### config.mk
export PLATFORM = sky130hd
export DESIGN_NAME = uls_core
export DESIGN_NICKNAME = d
export VERILOG_FILES = /design/src/core/uls_pkg.sv /design/src/core/uls_core.sv
export VERILOG_INCLUDE_DIRS = /design/src /design/src/core
export SDC_FILE = /design/constraint.sdc
export NUM_CORES = 1
export LEC_CHECK = 0
export CAP_MARGIN = 20
export CORE_ASPECT_RATIO = 2
export CORE_MARGIN = 2
export CORE_UTILIZATION = 58
export CTS_BUF_LIST = sky130_fd_sc_hd__clkbuf_2 sky130_fd_sc_hd__clkbuf_4 sky130_fd_sc_hd__clkbuf_8
export DETAILED_ROUTE_END_ITERATION = 16
export DONT_BUFFER_PORTS = 1
export GPL_TIMING_DRIVEN = 1
export PLACE_DENSITY = 0.73
export SLEW_MARGIN = 20
export SYNTH_ARGS = -nofsm -noshare
export SYNTH_HDL_FRONTEND = slang
export SYNTH_SLANG_ARGS = --single-unit
export TNS_END_PERCENT = 100
### constraint.sdc
create_clock -name core_clk -period 4.95 [get_ports core_clk]
set_input_delay 0.99 -clock core_clk [delete_from_list [all_inputs] [get_ports core_clk]]
set_output_delay 0.99 -clock core_clk [all_outputs]
set_load 0.1 [all_outputs]
### src/core/uls_defines.svh
// Purpose: Offsets, field positions, reset values and timing counts for the line and modem status block
// Assumes: Register port addresses are word indices chosen for this block
// Notes:   Definitions only
`ifndef ULS_DEFINES_SVH
`define ULS_DEFINES_SVH
`define ULS_ADDR_W          3
`define ULS_OFF_MCTL        3'h4
`define ULS_OFF_LSTAT       3'h5
`define ULS_OFF_MSTAT       3'h6
`define ULS_OFF_IID         3'h2
`define ULS_OFF_LCFG        3'h3
`define ULS_MCTL_DTR        0
`define ULS_MCTL_RTS        1
`define ULS_MCTL_AUX1       2
`define ULS_MCTL_AUX2       3
`define ULS_MCTL_LOOP       4
`define ULS_MCTL_RST        5'h00
`define ULS_LCFG_RST        8'h03
`define ULS_LSTAT_RST       8'h60
`define ULS_IID_RLS         3'h6
`define ULS_IID_THRE        3'h2
`define ULS_IID_RDA         3'h4
`define ULS_IID_MS          3'h0
`define ULS_IID_NONE        3'h1
`define ULS_BAUD_DIV_DEF    16'h0044
`endif

### src/core/uls_pkg.sv
// Purpose: Types shared by the line and modem status block
// Assumes: Nothing beyond the defines header
// Notes:   Carries the line status and modem status fields as packed structs
package uls_pkg;
  typedef struct packed {
    logic fifo_err;
    logic tx_idle;
    logic thr_empty;
    logic brk;
    logic frame_err;
    logic par_err;
    logic overrun;
    logic data_ready;
  } uls_lstat_t;

  typedef struct packed {
    logic dcd;
    logic ri;
    logic dsr;
    logic cts;
    logic d_dcd;
    logic ri_trail;
    logic d_dsr;
    logic d_cts;
  } uls_mstat_t;

  typedef struct packed {
    logic [7:0] data;
    logic       par_err;
    logic       frame_err;
  } uls_rxchar_t;

  typedef enum logic [1:0] {
    ULS_RX_IDLE,
    ULS_RX_DATA,
    ULS_RX_PAR,
    ULS_RX_STOP
  } uls_rx_state_t;

  typedef enum logic [1:0] {
    ULS_TX_IDLE,
    ULS_TX_START,
    ULS_TX_BITS,
    ULS_TX_STOP
  } uls_tx_state_t;
endpackage

### src/core/uls_core.sv
// Purpose: Serial line and modem status logic with a small transmitter and receiver
// Assumes: One clock, registers reached over a plain strobe port, read data one cycle later
// Notes:
// Notes on behaviour
// - Control bit 3 drives second aux output low when set, high when clear.
// - A control bit puts the device into local loopback for self test.
// - Control bits 5 to 7 always read zero.
// - Data ready sets when a character lands; clears when rx_take takes it.
// - Overrun sets when a character arrives before the previous one is read.
// - Parity error sets when a received character fails the parity check.
// - Framing error sets when a received character lacks a valid stop bit.
// - Break flags when receive input stays low beyond a full character time.
// - Holding register empty bit set while empty; requests interrupt when enabled.
// - Transmitter idle bit set when holding register is empty and shift register is idle.
// - Overrun, parity, framing or break raise the receiver line status interrupt.
// - Change bits for clear-to-send, data-set-ready, carrier detect latch; clear on read.
// - Ring trailing-edge bit sets when ring indicator goes high to low.
// - Status bits 4 to 7 show inverted clear-to-send, set-ready, ring, carrier inputs.
// - Any of modem status bits 0 to 3 set raises modem status interrupt.
// - Control bit 2 drives first aux output low when set, high when clear.
// - Line status interrupt is top, code 6; modem status lowest, code 0.
`timescale 1ns/10ps
`include "uls_defines.svh"
module uls_core
  import uls_pkg::*;
#(
  parameter logic [15:0] BAUD_DIV = `ULS_BAUD_DIV_DEF
)
(
  // Clock and reset
  input  wire logic                   core_clk,
  input  wire logic                   rst_n,
  // Register port
  input  wire logic [`ULS_ADDR_W-1:0] reg_addr,
  input  wire logic [7:0]             reg_wdata,
  input  wire logic                   reg_wr,
  input  wire logic                   reg_rd,
  output logic      [7:0]             reg_rdata,
  // Transmit and receive data path
  input  wire logic [7:0]             tx_data,
  input  wire logic                   tx_load,
  output logic      [7:0]             rx_data,
  input  wire logic                   rx_take,
  input  wire logic                   thre_int_en,
  // Serial and handshake pins
  input  wire logic                   serial_in,
  output logic                        serial_out,
  input  wire logic                   cts_n,
  input  wire logic                   dsr_n,
  input  wire logic                   ri_n,
  input  wire logic                   dcd_n,
  output logic                        dtr_n,
  output logic                        rts_n,
  output logic                        aux_output_first,
  output logic                        aux_output_second,
  // Interrupt summary
  output logic                        irq,
  output logic      [2:0]             irq_id
);

  logic        rst_s1_q;
  logic        rst_s2_q;
  logic [4:0]  mctl_q;
  logic [7:0]  lcfg_q;
  logic [4:0]  pin_s1_q;
  logic [4:0]  pin_s2_q;
  logic [4:0]  pin_prev_q;
  uls_lstat_t  lstat_q;
  uls_mstat_t  mstat_q;
  logic [7:0]  rdata_q;
  logic [7:0]  rx_data_q;
  logic [15:0] rx_tick_q;
  logic [3:0]  rx_cnt_q;
  logic [7:0]  rx_sh_q;
  logic        rx_par_bad_q;
  logic        rx_prev_q;
  uls_rx_state_t rx_st_q;
  logic [15:0] tx_tick_q;
  logic [3:0]  tx_cnt_q;
  logic [7:0]  tx_hold_q;
  logic [7:0]  tx_sh_q;
  logic        tx_par_q;
  logic        tx_line_q;
  uls_tx_state_t tx_st_q;
  logic [19:0] brk_cnt_q;
  logic        rx_done;
  logic        rx_frame_bad;
  logic        loop;
  logic        rx_line;
  logic        brk_hit;
  logic        rls_pend;
  logic        ms_pend;
  logic        rd_lstat;
  logic        rd_mstat;
  logic [3:0]  data_bits;
  logic [19:0] char_ticks;

  function automatic logic par_calc(input logic [7:0] d, input logic [7:0] cfg);
    logic p;
    p = ^d;
    if (cfg[5])
      p = ~cfg[4];
    else if (!cfg[4])
      p = ~p;
    return p;
  endfunction

  // Reset release
  always_ff @(posedge core_clk or negedge rst_n)
  begin
    if (!rst_n)
    begin
      rst_s1_q <= 1'b0;
      rst_s2_q <= 1'b0;
    end
    else
    begin
      rst_s1_q <= 1'b1;
      rst_s2_q <= rst_s1_q;
    end
  end

  // Pin synchronisers: cts, dsr, ri, dcd, serial in
  always_ff @(posedge core_clk or negedge rst_s2_q)
  begin
    if (!rst_s2_q)
    begin
      pin_s1_q   <= 5'h1F;
      pin_s2_q   <= 5'h1F;
      pin_prev_q <= 5'h1F;
    end
    else
    begin
      pin_s1_q   <= {serial_in, dcd_n, ri_n, dsr_n, cts_n};
      pin_s2_q   <= pin_s1_q;
      pin_prev_q <= pin_s2_q;
    end
  end

  assign loop       = mctl_q[`ULS_MCTL_LOOP];
  assign rx_line    = loop ? tx_line_q : pin_s2_q[4];
  assign serial_out = loop ? 1'b1 : (tx_line_q & ~lcfg_q[6]);
  assign data_bits  = 4'(5 + lcfg_q[1:0]);
  assign char_ticks = 20'(BAUD_DIV) * 20'(4'd3 + data_bits + 4'(lcfg_q[3]));
  assign rd_lstat   = reg_rd && reg_addr == `ULS_OFF_LSTAT;
  assign rd_mstat   = reg_rd && reg_addr == `ULS_OFF_MSTAT;

  // Modem control outputs
  assign dtr_n             = ~mctl_q[`ULS_MCTL_DTR];
  assign rts_n             = ~mctl_q[`ULS_MCTL_RTS];
  assign aux_output_first  = ~mctl_q[`ULS_MCTL_AUX1];
  assign aux_output_second = ~mctl_q[`ULS_MCTL_AUX2];

  // Control registers
  always_ff @(posedge core_clk or negedge rst_s2_q)
  begin
    if (!rst_s2_q)
    begin
      mctl_q <= `ULS_MCTL_RST;
      lcfg_q <= `ULS_LCFG_RST;
    end
    else if (reg_wr)
    begin
      if (reg_addr == `ULS_OFF_MCTL)
        mctl_q <= reg_wdata[4:0];
      if (reg_addr == `ULS_OFF_LCFG)
        lcfg_q <= reg_wdata;
    end
  end

  // Receiver
  always_ff @(posedge core_clk or negedge rst_s2_q)
  begin
    if (!rst_s2_q)
    begin
      rx_st_q      <= ULS_RX_IDLE;
      rx_tick_q    <= 16'h0000;
      rx_cnt_q     <= 4'h0;
      rx_sh_q      <= 8'h00;
      rx_par_bad_q <= 1'b0;
      rx_prev_q    <= 1'b1;
    end
    else
    begin
      rx_prev_q <= rx_line;
      rx_tick_q <= (rx_tick_q == 16'h0000) ? BAUD_DIV - 16'h0001 : rx_tick_q - 16'h0001;
      unique case (rx_st_q)
        ULS_RX_IDLE:
          if (!rx_line && rx_prev_q) // Fresh start edge only, a held break gives one character
          begin
            rx_st_q      <= ULS_RX_DATA;
            rx_tick_q    <= BAUD_DIV + (BAUD_DIV >> 1);
            rx_cnt_q     <= 4'h0;
            rx_sh_q      <= 8'h00;
            rx_par_bad_q <= 1'b0;
          end
        ULS_RX_DATA:
          if (rx_tick_q == 16'h0000)
          begin
            rx_sh_q[rx_cnt_q[2:0]] <= rx_line;
            rx_cnt_q <= rx_cnt_q + 4'h1;
            if (rx_cnt_q + 4'h1 == data_bits)
              rx_st_q <= lcfg_q[3] ? ULS_RX_PAR : ULS_RX_STOP;
          end
        ULS_RX_PAR:
          if (rx_tick_q == 16'h0000)
          begin
            rx_par_bad_q <= rx_line != par_calc(rx_sh_q, lcfg_q);
            rx_st_q      <= ULS_RX_STOP;
          end
        ULS_RX_STOP:
          if (rx_tick_q == 16'h0000)
            rx_st_q <= ULS_RX_IDLE;
      endcase
    end
  end

  assign rx_done      = rx_st_q == ULS_RX_STOP && rx_tick_q == 16'h0000;
  assign rx_frame_bad = !rx_line;

  // Break detector
  always_ff @(posedge core_clk or negedge rst_s2_q)
  begin
    if (!rst_s2_q)
      brk_cnt_q <= 20'h00000;
    else if (rx_line)
      brk_cnt_q <= 20'h00000;
    else if (brk_cnt_q <= char_ticks)
      brk_cnt_q <= brk_cnt_q + 20'h00001;
  end

  assign brk_hit = brk_cnt_q == char_ticks;

  // Transmitter
  always_ff @(posedge core_clk or negedge rst_s2_q)
  begin
    if (!rst_s2_q)
    begin
      tx_st_q   <= ULS_TX_IDLE;
      tx_tick_q <= 16'h0000;
      tx_cnt_q  <= 4'h0;
      tx_sh_q   <= 8'h00;
      tx_hold_q <= 8'h00;
      tx_par_q  <= 1'b0;
      tx_line_q <= 1'b1;
    end
    else
    begin
      if (tx_load)
        tx_hold_q <= tx_data;
      tx_tick_q <= (tx_tick_q == 16'h0000) ? BAUD_DIV - 16'h0001 : tx_tick_q - 16'h0001;
      unique case (tx_st_q)
        ULS_TX_IDLE:
          if (!lstat_q.thr_empty)
          begin
            tx_st_q   <= ULS_TX_START;
            tx_sh_q   <= tx_hold_q;
            tx_par_q  <= par_calc(tx_hold_q & 8'((9'h100 >> (4'h8 - data_bits)) - 9'h001), lcfg_q);
            tx_tick_q <= BAUD_DIV - 16'h0001;
            tx_line_q <= 1'b0;
            tx_cnt_q  <= 4'h0;
          end
        ULS_TX_START:
          if (tx_tick_q == 16'h0000)
          begin
            tx_st_q   <= ULS_TX_BITS;
            tx_line_q <= tx_sh_q[0];
            tx_sh_q   <= tx_sh_q >> 1;
          end
        ULS_TX_BITS:
          if (tx_tick_q == 16'h0000)
          begin
            tx_cnt_q <= tx_cnt_q + 4'h1;
            if (tx_cnt_q + 4'h1 < data_bits)
            begin
              tx_line_q <= tx_sh_q[0];
              tx_sh_q   <= tx_sh_q >> 1;
            end
            else if (lcfg_q[3] && tx_cnt_q + 4'h1 == data_bits)
              tx_line_q <= tx_par_q;
            else
            begin
              tx_line_q <= 1'b1;
              tx_st_q   <= ULS_TX_STOP;
            end
          end
        ULS_TX_STOP:
          if (tx_tick_q == 16'h0000)
            tx_st_q <= ULS_TX_IDLE;
      endcase
    end
  end

  // Line status: hardware sets win over read clears
  always_ff @(posedge core_clk or negedge rst_s2_q)
  begin
    if (!rst_s2_q)
    begin
      lstat_q   <= uls_lstat_t'(`ULS_LSTAT_RST);
      rx_data_q <= 8'h00;
    end
    else
    begin
      lstat_q.fifo_err <= 1'b0;
      lstat_q.tx_idle  <= tx_st_q == ULS_TX_IDLE && lstat_q.thr_empty;
      if (tx_load)
        lstat_q.thr_empty <= 1'b0;
      else if (tx_st_q == ULS_TX_IDLE && !lstat_q.thr_empty)
        lstat_q.thr_empty <= 1'b1;
      else if (!lstat_q.thr_empty && !lstat_q.tx_idle)
        lstat_q.thr_empty <= lstat_q.thr_empty;
      if (rd_lstat)
      begin
        lstat_q.overrun   <= 1'b0;
        lstat_q.par_err   <= 1'b0;
        lstat_q.frame_err <= 1'b0;
        lstat_q.brk       <= 1'b0;
      end
      if (rx_take)
        lstat_q.data_ready <= 1'b0;
      if (brk_hit)
        lstat_q.brk <= 1'b1;
      if (rx_done && !brk_hit && brk_cnt_q < char_ticks)
      begin
        rx_data_q          <= rx_sh_q;
        lstat_q.data_ready <= 1'b1;
        if (lstat_q.data_ready && !rx_take)
          lstat_q.overrun <= 1'b1;
        if (rx_par_bad_q)
          lstat_q.par_err <= 1'b1;
        if (rx_frame_bad)
          lstat_q.frame_err <= 1'b1;
      end
    end
  end

  // Modem status: change bits set on synchronised edges, clear on read
  always_ff @(posedge core_clk or negedge rst_s2_q)
  begin
    if (!rst_s2_q)
      mstat_q <= '0;
    else
    begin
      mstat_q.cts <= loop ? mctl_q[`ULS_MCTL_RTS]  : ~pin_s2_q[0];
      mstat_q.dsr <= loop ? mctl_q[`ULS_MCTL_DTR]  : ~pin_s2_q[1];
      mstat_q.ri  <= loop ? mctl_q[`ULS_MCTL_AUX1] : ~pin_s2_q[2];
      mstat_q.dcd <= loop ? mctl_q[`ULS_MCTL_AUX2] : ~pin_s2_q[3];
      if (rd_mstat)
        mstat_q[3:0] <= 4'h0;
      if (mstat_q.cts != (loop ? mctl_q[`ULS_MCTL_RTS] : ~pin_s2_q[0]))
        mstat_q.d_cts <= 1'b1;
      if (mstat_q.dsr != (loop ? mctl_q[`ULS_MCTL_DTR] : ~pin_s2_q[1]))
        mstat_q.d_dsr <= 1'b1;
      if (mstat_q.dcd != (loop ? mctl_q[`ULS_MCTL_AUX2] : ~pin_s2_q[3]))
        mstat_q.d_dcd <= 1'b1;
      if (!loop && pin_prev_q[2] && !pin_s2_q[2])
        mstat_q.ri_trail <= 1'b1;
      else if (loop && !mstat_q.ri && mctl_q[`ULS_MCTL_AUX1])
        mstat_q.ri_trail <= 1'b1;
    end
  end

  // Interrupt priority
  assign rls_pend = |lstat_q[4:1];
  assign ms_pend  = |mstat_q[3:0];
  always_comb
  begin
    irq_id = `ULS_IID_NONE;
    if (rls_pend)
      irq_id = `ULS_IID_RLS;
    else if (lstat_q.data_ready)
      irq_id = `ULS_IID_RDA;
    else if (thre_int_en && lstat_q.thr_empty)
      irq_id = `ULS_IID_THRE;
    else if (ms_pend)
      irq_id = `ULS_IID_MS;
  end
  assign irq = irq_id != `ULS_IID_NONE;

  // Read data
  always_ff @(posedge core_clk or negedge rst_s2_q)
  begin
    if (!rst_s2_q)
      rdata_q <= 8'h00;
    else if (reg_rd)
    begin
      unique case (reg_addr)
        `ULS_OFF_MCTL:  rdata_q <= {3'h0, mctl_q};
        `ULS_OFF_LSTAT: rdata_q <= lstat_q;
        `ULS_OFF_MSTAT: rdata_q <= mstat_q;
        `ULS_OFF_IID:   rdata_q <= {5'h00, irq_id};
        `ULS_OFF_LCFG:  rdata_q <= lcfg_q;
        default:        rdata_q <= 8'h00;
      endcase
    end
  end

  assign reg_rdata = rdata_q;
  assign rx_data   = rx_data_q;

endmodule // uls_core

[After elaboration in Yosys (flattened, before gate mapping)]
Cells that the tools add are included.
Storage, ports and cells
  output and inout bits: 25
  input port bits: 31
  register bits: 151
Operators by class
  equal/unequal tests: 31
  reduce and logical (&&, ||, !) cells: 53
  multiplexer cells: 80
  shift operators: 1
  multipliers: 1
  $lt $le $gt $ge: 5
  bitwise operators: 15
  $add $sub $neg: 10
Operators with widths (count)
  16-bit 2-to-1 mux: 6
  8-bit 2-to-1 mux: 6
  20-bit 2-to-1 mux: 2
  8-bit one-hot mux with 5 select lines: 1
  1-bit 2-to-1 mux: 34
  16-bit logical NOT: 2
  16-bit by 1-bit subtractor with 16-bit output (second input constant): 2
  4-bit 2-to-1 mux: 7
  2-bit != test (second input constant): 12
  8-bit one-hot mux with 3 select lines: 1
  2-bit 2-to-1 mux: 11
  20-bit by 1-bit adder with 20-bit output (second input constant): 1
  20-bit by 13-bit equality test with 1-bit output: 1
  20-bit by 13-bit <= comparator with 1-bit output: 1
  20-bit by 13-bit less-than comparator with 1-bit output: 1
  2-bit nonzero test: 10
  1-bit logical AND: 16
  2-bit one-hot mux with 4 select lines: 2
  4-bit one-hot mux with 2 select lines: 2
  8-bit one-hot mux with 2 select lines: 1
  8-bit parity: 2
  1-bit NOT: 13
  5-bit by 6-bit multiplier with 11-bit output (first input constant): 1
  5-bit AND reduction: 2
  32 further kinds: 59

[Longest topological paths before layout]
  word-level depth: 9
  mapped depth: 13
  gate-level depth less buffers: 12

[Worst setup path after synthesis]
OpenSTA, ideal clock, no wires.
  kind: register to output
  from: reg lstat_q[3] (netlist bit)
  to: out irq_id[0]
  path slack: 0.564 ns
  data required time: 3.960 ns
  arrival: 3.396 ns
  buffers on the path: 0
  cell stages (with the launch flop): 5
  path through: dfrtp_1 nor4_1 nand2b_1 nand3b_1 inv_1
Between the ends
  word-level cells in the longest chain between the ends: 2
Ends and longest elaborated chain
  start: declaration: line uls_core.sv:68  | uls_lstat_t lstat_q;
  start signal: assignment: line uls_core.sv:299  | lstat_q <= uls_lstat_t'(`ULS_LSTAT_RST);
  4-bit OR reduction: line uls_core.sv:364  | assign rls_pend = |lstat_q[4:1];
  3-bit 2-to-1 mux: line uls_core.sv:369  | if (rls_pend)
  end: declaration: line uls_core.sv:58  | output logic [2:0] irq_id
No other way between the ends.

[Worst setup path after layout]
  from: reg lcfg_q[0]
  to: reg rx_data_q[3], in the netlist rx_data[3]
Between the ends
  word-level cells in the longest chain between the ends: 8
  elaborated cells between the ends (all ways): 9
Ends and longest elaborated chain
  start: declaration: line uls_core.sv:64  | logic [7:0] lcfg_q;
  start signal: assignment: line uls_core.sv:160  | lcfg_q <= `ULS_LCFG_RST;
  start signal: assignment: line uls_core.sv:167  | lcfg_q <= reg_wdata;
  3-bit by 2-bit adder with 4-bit output (*): line uls_core.sv:143  | assign data_bits = 4'(5 + lcfg_q[1:0]);
  2-bit by 4-bit adder with 5-bit output (*): line uls_core.sv:144  | assign char_ticks = 20'(BAUD_DIV) * 20'(4'd3 + data_bits + 4'(lcfg_q[3]));
  5-bit by 1-bit adder with 6-bit output (*): line uls_core.sv:144
  5-bit by 6-bit multiplier with 11-bit output (*): line uls_core.sv:144
  parallel branches: the longest is 3 deep, another holds 20-bit by 13-bit less-than comparator with 1-bit output
  1-bit logical AND (*): line uls_core.sv:323  | if (rx_done && !brk_hit && brk_cnt_q < char_ticks)
  end signal: assignment: line uls_core.sv:325  | rx_data_q <= rx_sh_q;
  end: declaration: line uls_core.sv:71  | logic [7:0] rx_data_q;
Every way passes the cells marked *.
A chain may end at the register's enable or synchronous reset.

==> metrics.cfg <==
[logic_synthesis]
synthesis.nets = 793
netlist-cell-type-count = 68
mappedNetlistArea_sq_um = 7640
postSynthAreaPerCell_sq_um = 10.5
ys_top_cells_by_area = dfrtp_1 (43%), dfstp_2 (5.8%), ha_1 (5.6%)
ys.flop_type = dfrtp_1
synth_enable_flop_cells = 0
netlist_instances = 728
ys_seq_area_frac = 0.491
ys_seq_elements = 149
synth_top_cell_area_share = 0.432
synth_top_cell_by_area = dfrtp_1
ys.warnings.count = 0
asyncSetResetFlopFracSynth = 1.00

[power_and_ir_drop]
ir_drop_mv = 0.212
pwr-share-seq = 0.501
share_clk_of_total_power = 0.329
p_switching_w = 0.000930
power_frac_comb = 0.170
intPower_w = 0.00190
power_leakage_nw = 3.72
sw_frac_of_total = 0.328
powerDensity_nw_per_um2 = 345

[setup_path]
setup.worst_path.class = flip-flop to flip-flop
critPathMaxFanout = 12
endpoint_kind = flip-flop
crit_arrival_ns = 4.26
timing.critical_path.from_type = flip-flop
worst_ep_required_ns = 5.28

[placement]
numPortBuffers = 0
placed_cells_incl_taps = 859
hpwl_microns = 12700
place_congestion = 0.992

[cts]
post_cts_setup_bufs = 0
cts_root_buf = clkbuf_8
htree_levels = 4
maximum_count_of_clock_buffers_along_a_single_path = 2
clkLatencyLatePin_ns = 0.45
tritoncts = built
cts_inserted_buffers = 17
cts_hold_buffers = 0
worst_path_clk_slew_ns = 0.09
cts_sinks = 149
post_cts_resized = 0

[finish]
layout_commonest_cell = dfrtp_1
area_growth_pct = 7.45
antenna_cells = 0
fillCellCount = 1040
finalNonFillerCells = 892
finish.utilization = 0.635
most-common-layout-cells = dfrtp_1 (131), nor2_1 (59), nand2_1 (56), inv_1 (43), xnor2_1 (40)
layout.nets = 792
share_of_cells_above_drive_strength_1 = 0.150

[global_routing]
grt.busiest_layer = met2
antenna_violations_before_repair = 0
grt_use_met1 = 0.263
grt_residual_overflow = 0
grt_first_pass_wirelength_microns = 28100
largest_net_degree_at_the_start_of_global_routing = 80
use_met2 = 0.459
vias_in_the_first_global_route = 5784
grt.total_usage = 0.251
grtUsageMet3 = 0.0567

[timing]
max_slew_margin = 0.284
finalSetupTns_ns = 0
achievable_clock_frequency_mhz = 254
finalHoldViolations = 0
holdWs_ns = 0.224
fin_crit_sh = 0.794
rsz0062_at_grt = false
final_max_slew_viol_count = 0
worst-slew-pin-transition_ns = 1.07
final_worst_path_period_need_ns = 3.93
setup_viol = 0
clock_skew_ns = 0.0153

[detailed_routing]
vias = 5392
detail_route.iter0.violations = 333
detail-route-antenna-nets = 0
post_drt_wl_per_cell_microns = 18.9
detail_route.drc_violations = 0
finalWirelength_microns = 16900
route.detailed.vias_per_inst = 6.04
detailedRoute.firstPassIterationCount = 5

[run_status]
run_status = finished, final reports clean

[floorplan]
initial_utilization = 0.591
floorplan_die_area_sq_um = 14200
die-height_microns = 166
die-width_microns = 85.2
core_region_area_sq_um = 12900
ios = 56
total_number_of_placement_rows = 59

[hold_path]
hp_class = primary input to asynchronous set/reset pin

[run]
maxCapViolCount = 0

## critical path: stages (launching register included)
cell	delay, ns
dfstp_2	0.63
inv_1	0.12
ha_1	0.34
inv_1	0.07
ha_1	0.21
xnor2_1	0.24
ha_1	0.28
nand4bb_1	0.20
a211o_1	0.13
o2111ai_1	0.26
nor2_1	0.91
mux2_2	0.43
## registers in the layout (all words and copies together) (netlist names), 5 cells and up
name	flops
pin_s2_q	5
pin_s1_q	5
rx_data	8
lstat_q	7
tx_sh_q	8
rx_sh_q	8
rx_tick_q	16
lcfg_q	8
tx_tick_q	16
tx_hold_q	8
mctl_q	5
mstat_q	8
brk_cnt_q	20
reg_rdata	8
## power groups by stage
stage	Combinational [W]	Sequential, W	Clock [W]
after global routing	0.000530	0.00143	0.00101
final	0.000483	0.00142	0.000931
after detailed placement	0.000471	0.00145	0
after global placement	0.000448	0.00145	0
after floorplan	0.000387	0.00142	0
after CTS	0.000473	0.00143	0.000958
## stage by stage
| step | instance area (sq um) | worst slack, ns | power, W |
|---|---|---|---|
| 2_1_floorplan | 7640 | 0.521 | 0.00181 |
| 3_3_place_gp | 7760 | 1.24 | 0.00189 |
| 3_5_place_dp | 7790 | 1.02 | 0.00192 |
| 4_1_cts | 8180 | 1.02 | 0.00286 |
| 5_1_grt | 8210 | 0.748 | 0.00297 |
| 6_report | 8210 | 1.02 | 0.00283 |
## worst paths after layout
path | startpoint | to | slack, ns | depth (start not counted)
worst min-delay path | rst_n | rst_s2_q | 0.22 | 0
max in group asynchronous | rst_s2_q | lcfg_q[0] | 3.60 | 2
worst max-delay path | lcfg_q[0] | rx_data[3] | 1.02 | 11
min in group core_clk | pin_s1_q[0] | pin_s2_q[0] | 0.36 | 0
worst min register to register | rst_s2_q | mstat_q[6] | 0.25 | 0
worst max register to register | lcfg_q[0] | rx_data[3] | 1.02 | 11
## Yosys cell counts, drive strengths merged (4+ instances only)
cell type	instances
or4	6
nand2	56
ha	34
buf	5
a21boi	4
a22o	10
dfrtp	132
nor2b	5
a21oi	33
a22oi	8
mux2	43
nor4	13
nand2b	10
dfstp	17
and3	5
nor3	11
or2	4
a221oi	5
o22ai	7
a211o	4
o21ai	30
or3	6
nor2	59
o31ai	6
inv	43
mux2i	7
nand4	8
xor2	10
nand3	29
clkbuf	24
xnor2	40
a211oi	4
and2	11
a21o	4
## kinds of logic after synthesis
family | share of synthesized area
AO/OA/AOI/OAI | 0.121
XOR/XNOR | 0.0665
adder cells (fa/ha/maj) | 0.0557
buffers and inverters | 0.0377
flip-flops | 0.491
multiplexers | 0.0726
other | 0.000491
AND/OR/NAND/NOR | 0.156
## per-layer routing
layer | vias to the layer above | part of all wire
met3 | 53 | 0.037
met1 | 2665 | 0.36
li1 | 2562 | -
met5 | - | 0
met4 | 0 | 0.040
met2 | 112 | 0.56
## layout make-up
| cell class | count | area, sq um | area share |
|---|---|---|---|
| tap | 152 | 190 | 0.0232 |
| clock buffer | 17 | 234 | 0.0285 |
| sequential | 149 | 3750 | 0.457 |
| timing repair buffer | 9 | 104 | 0.0127 |
| multi-input combinational | 507 | 3610 | 0.439 |
| clock inverter | 15 | 160 | 0.0195 |
| inverter | 43 | 161 | 0.0197 |
(Power assumes the default switching activity.)
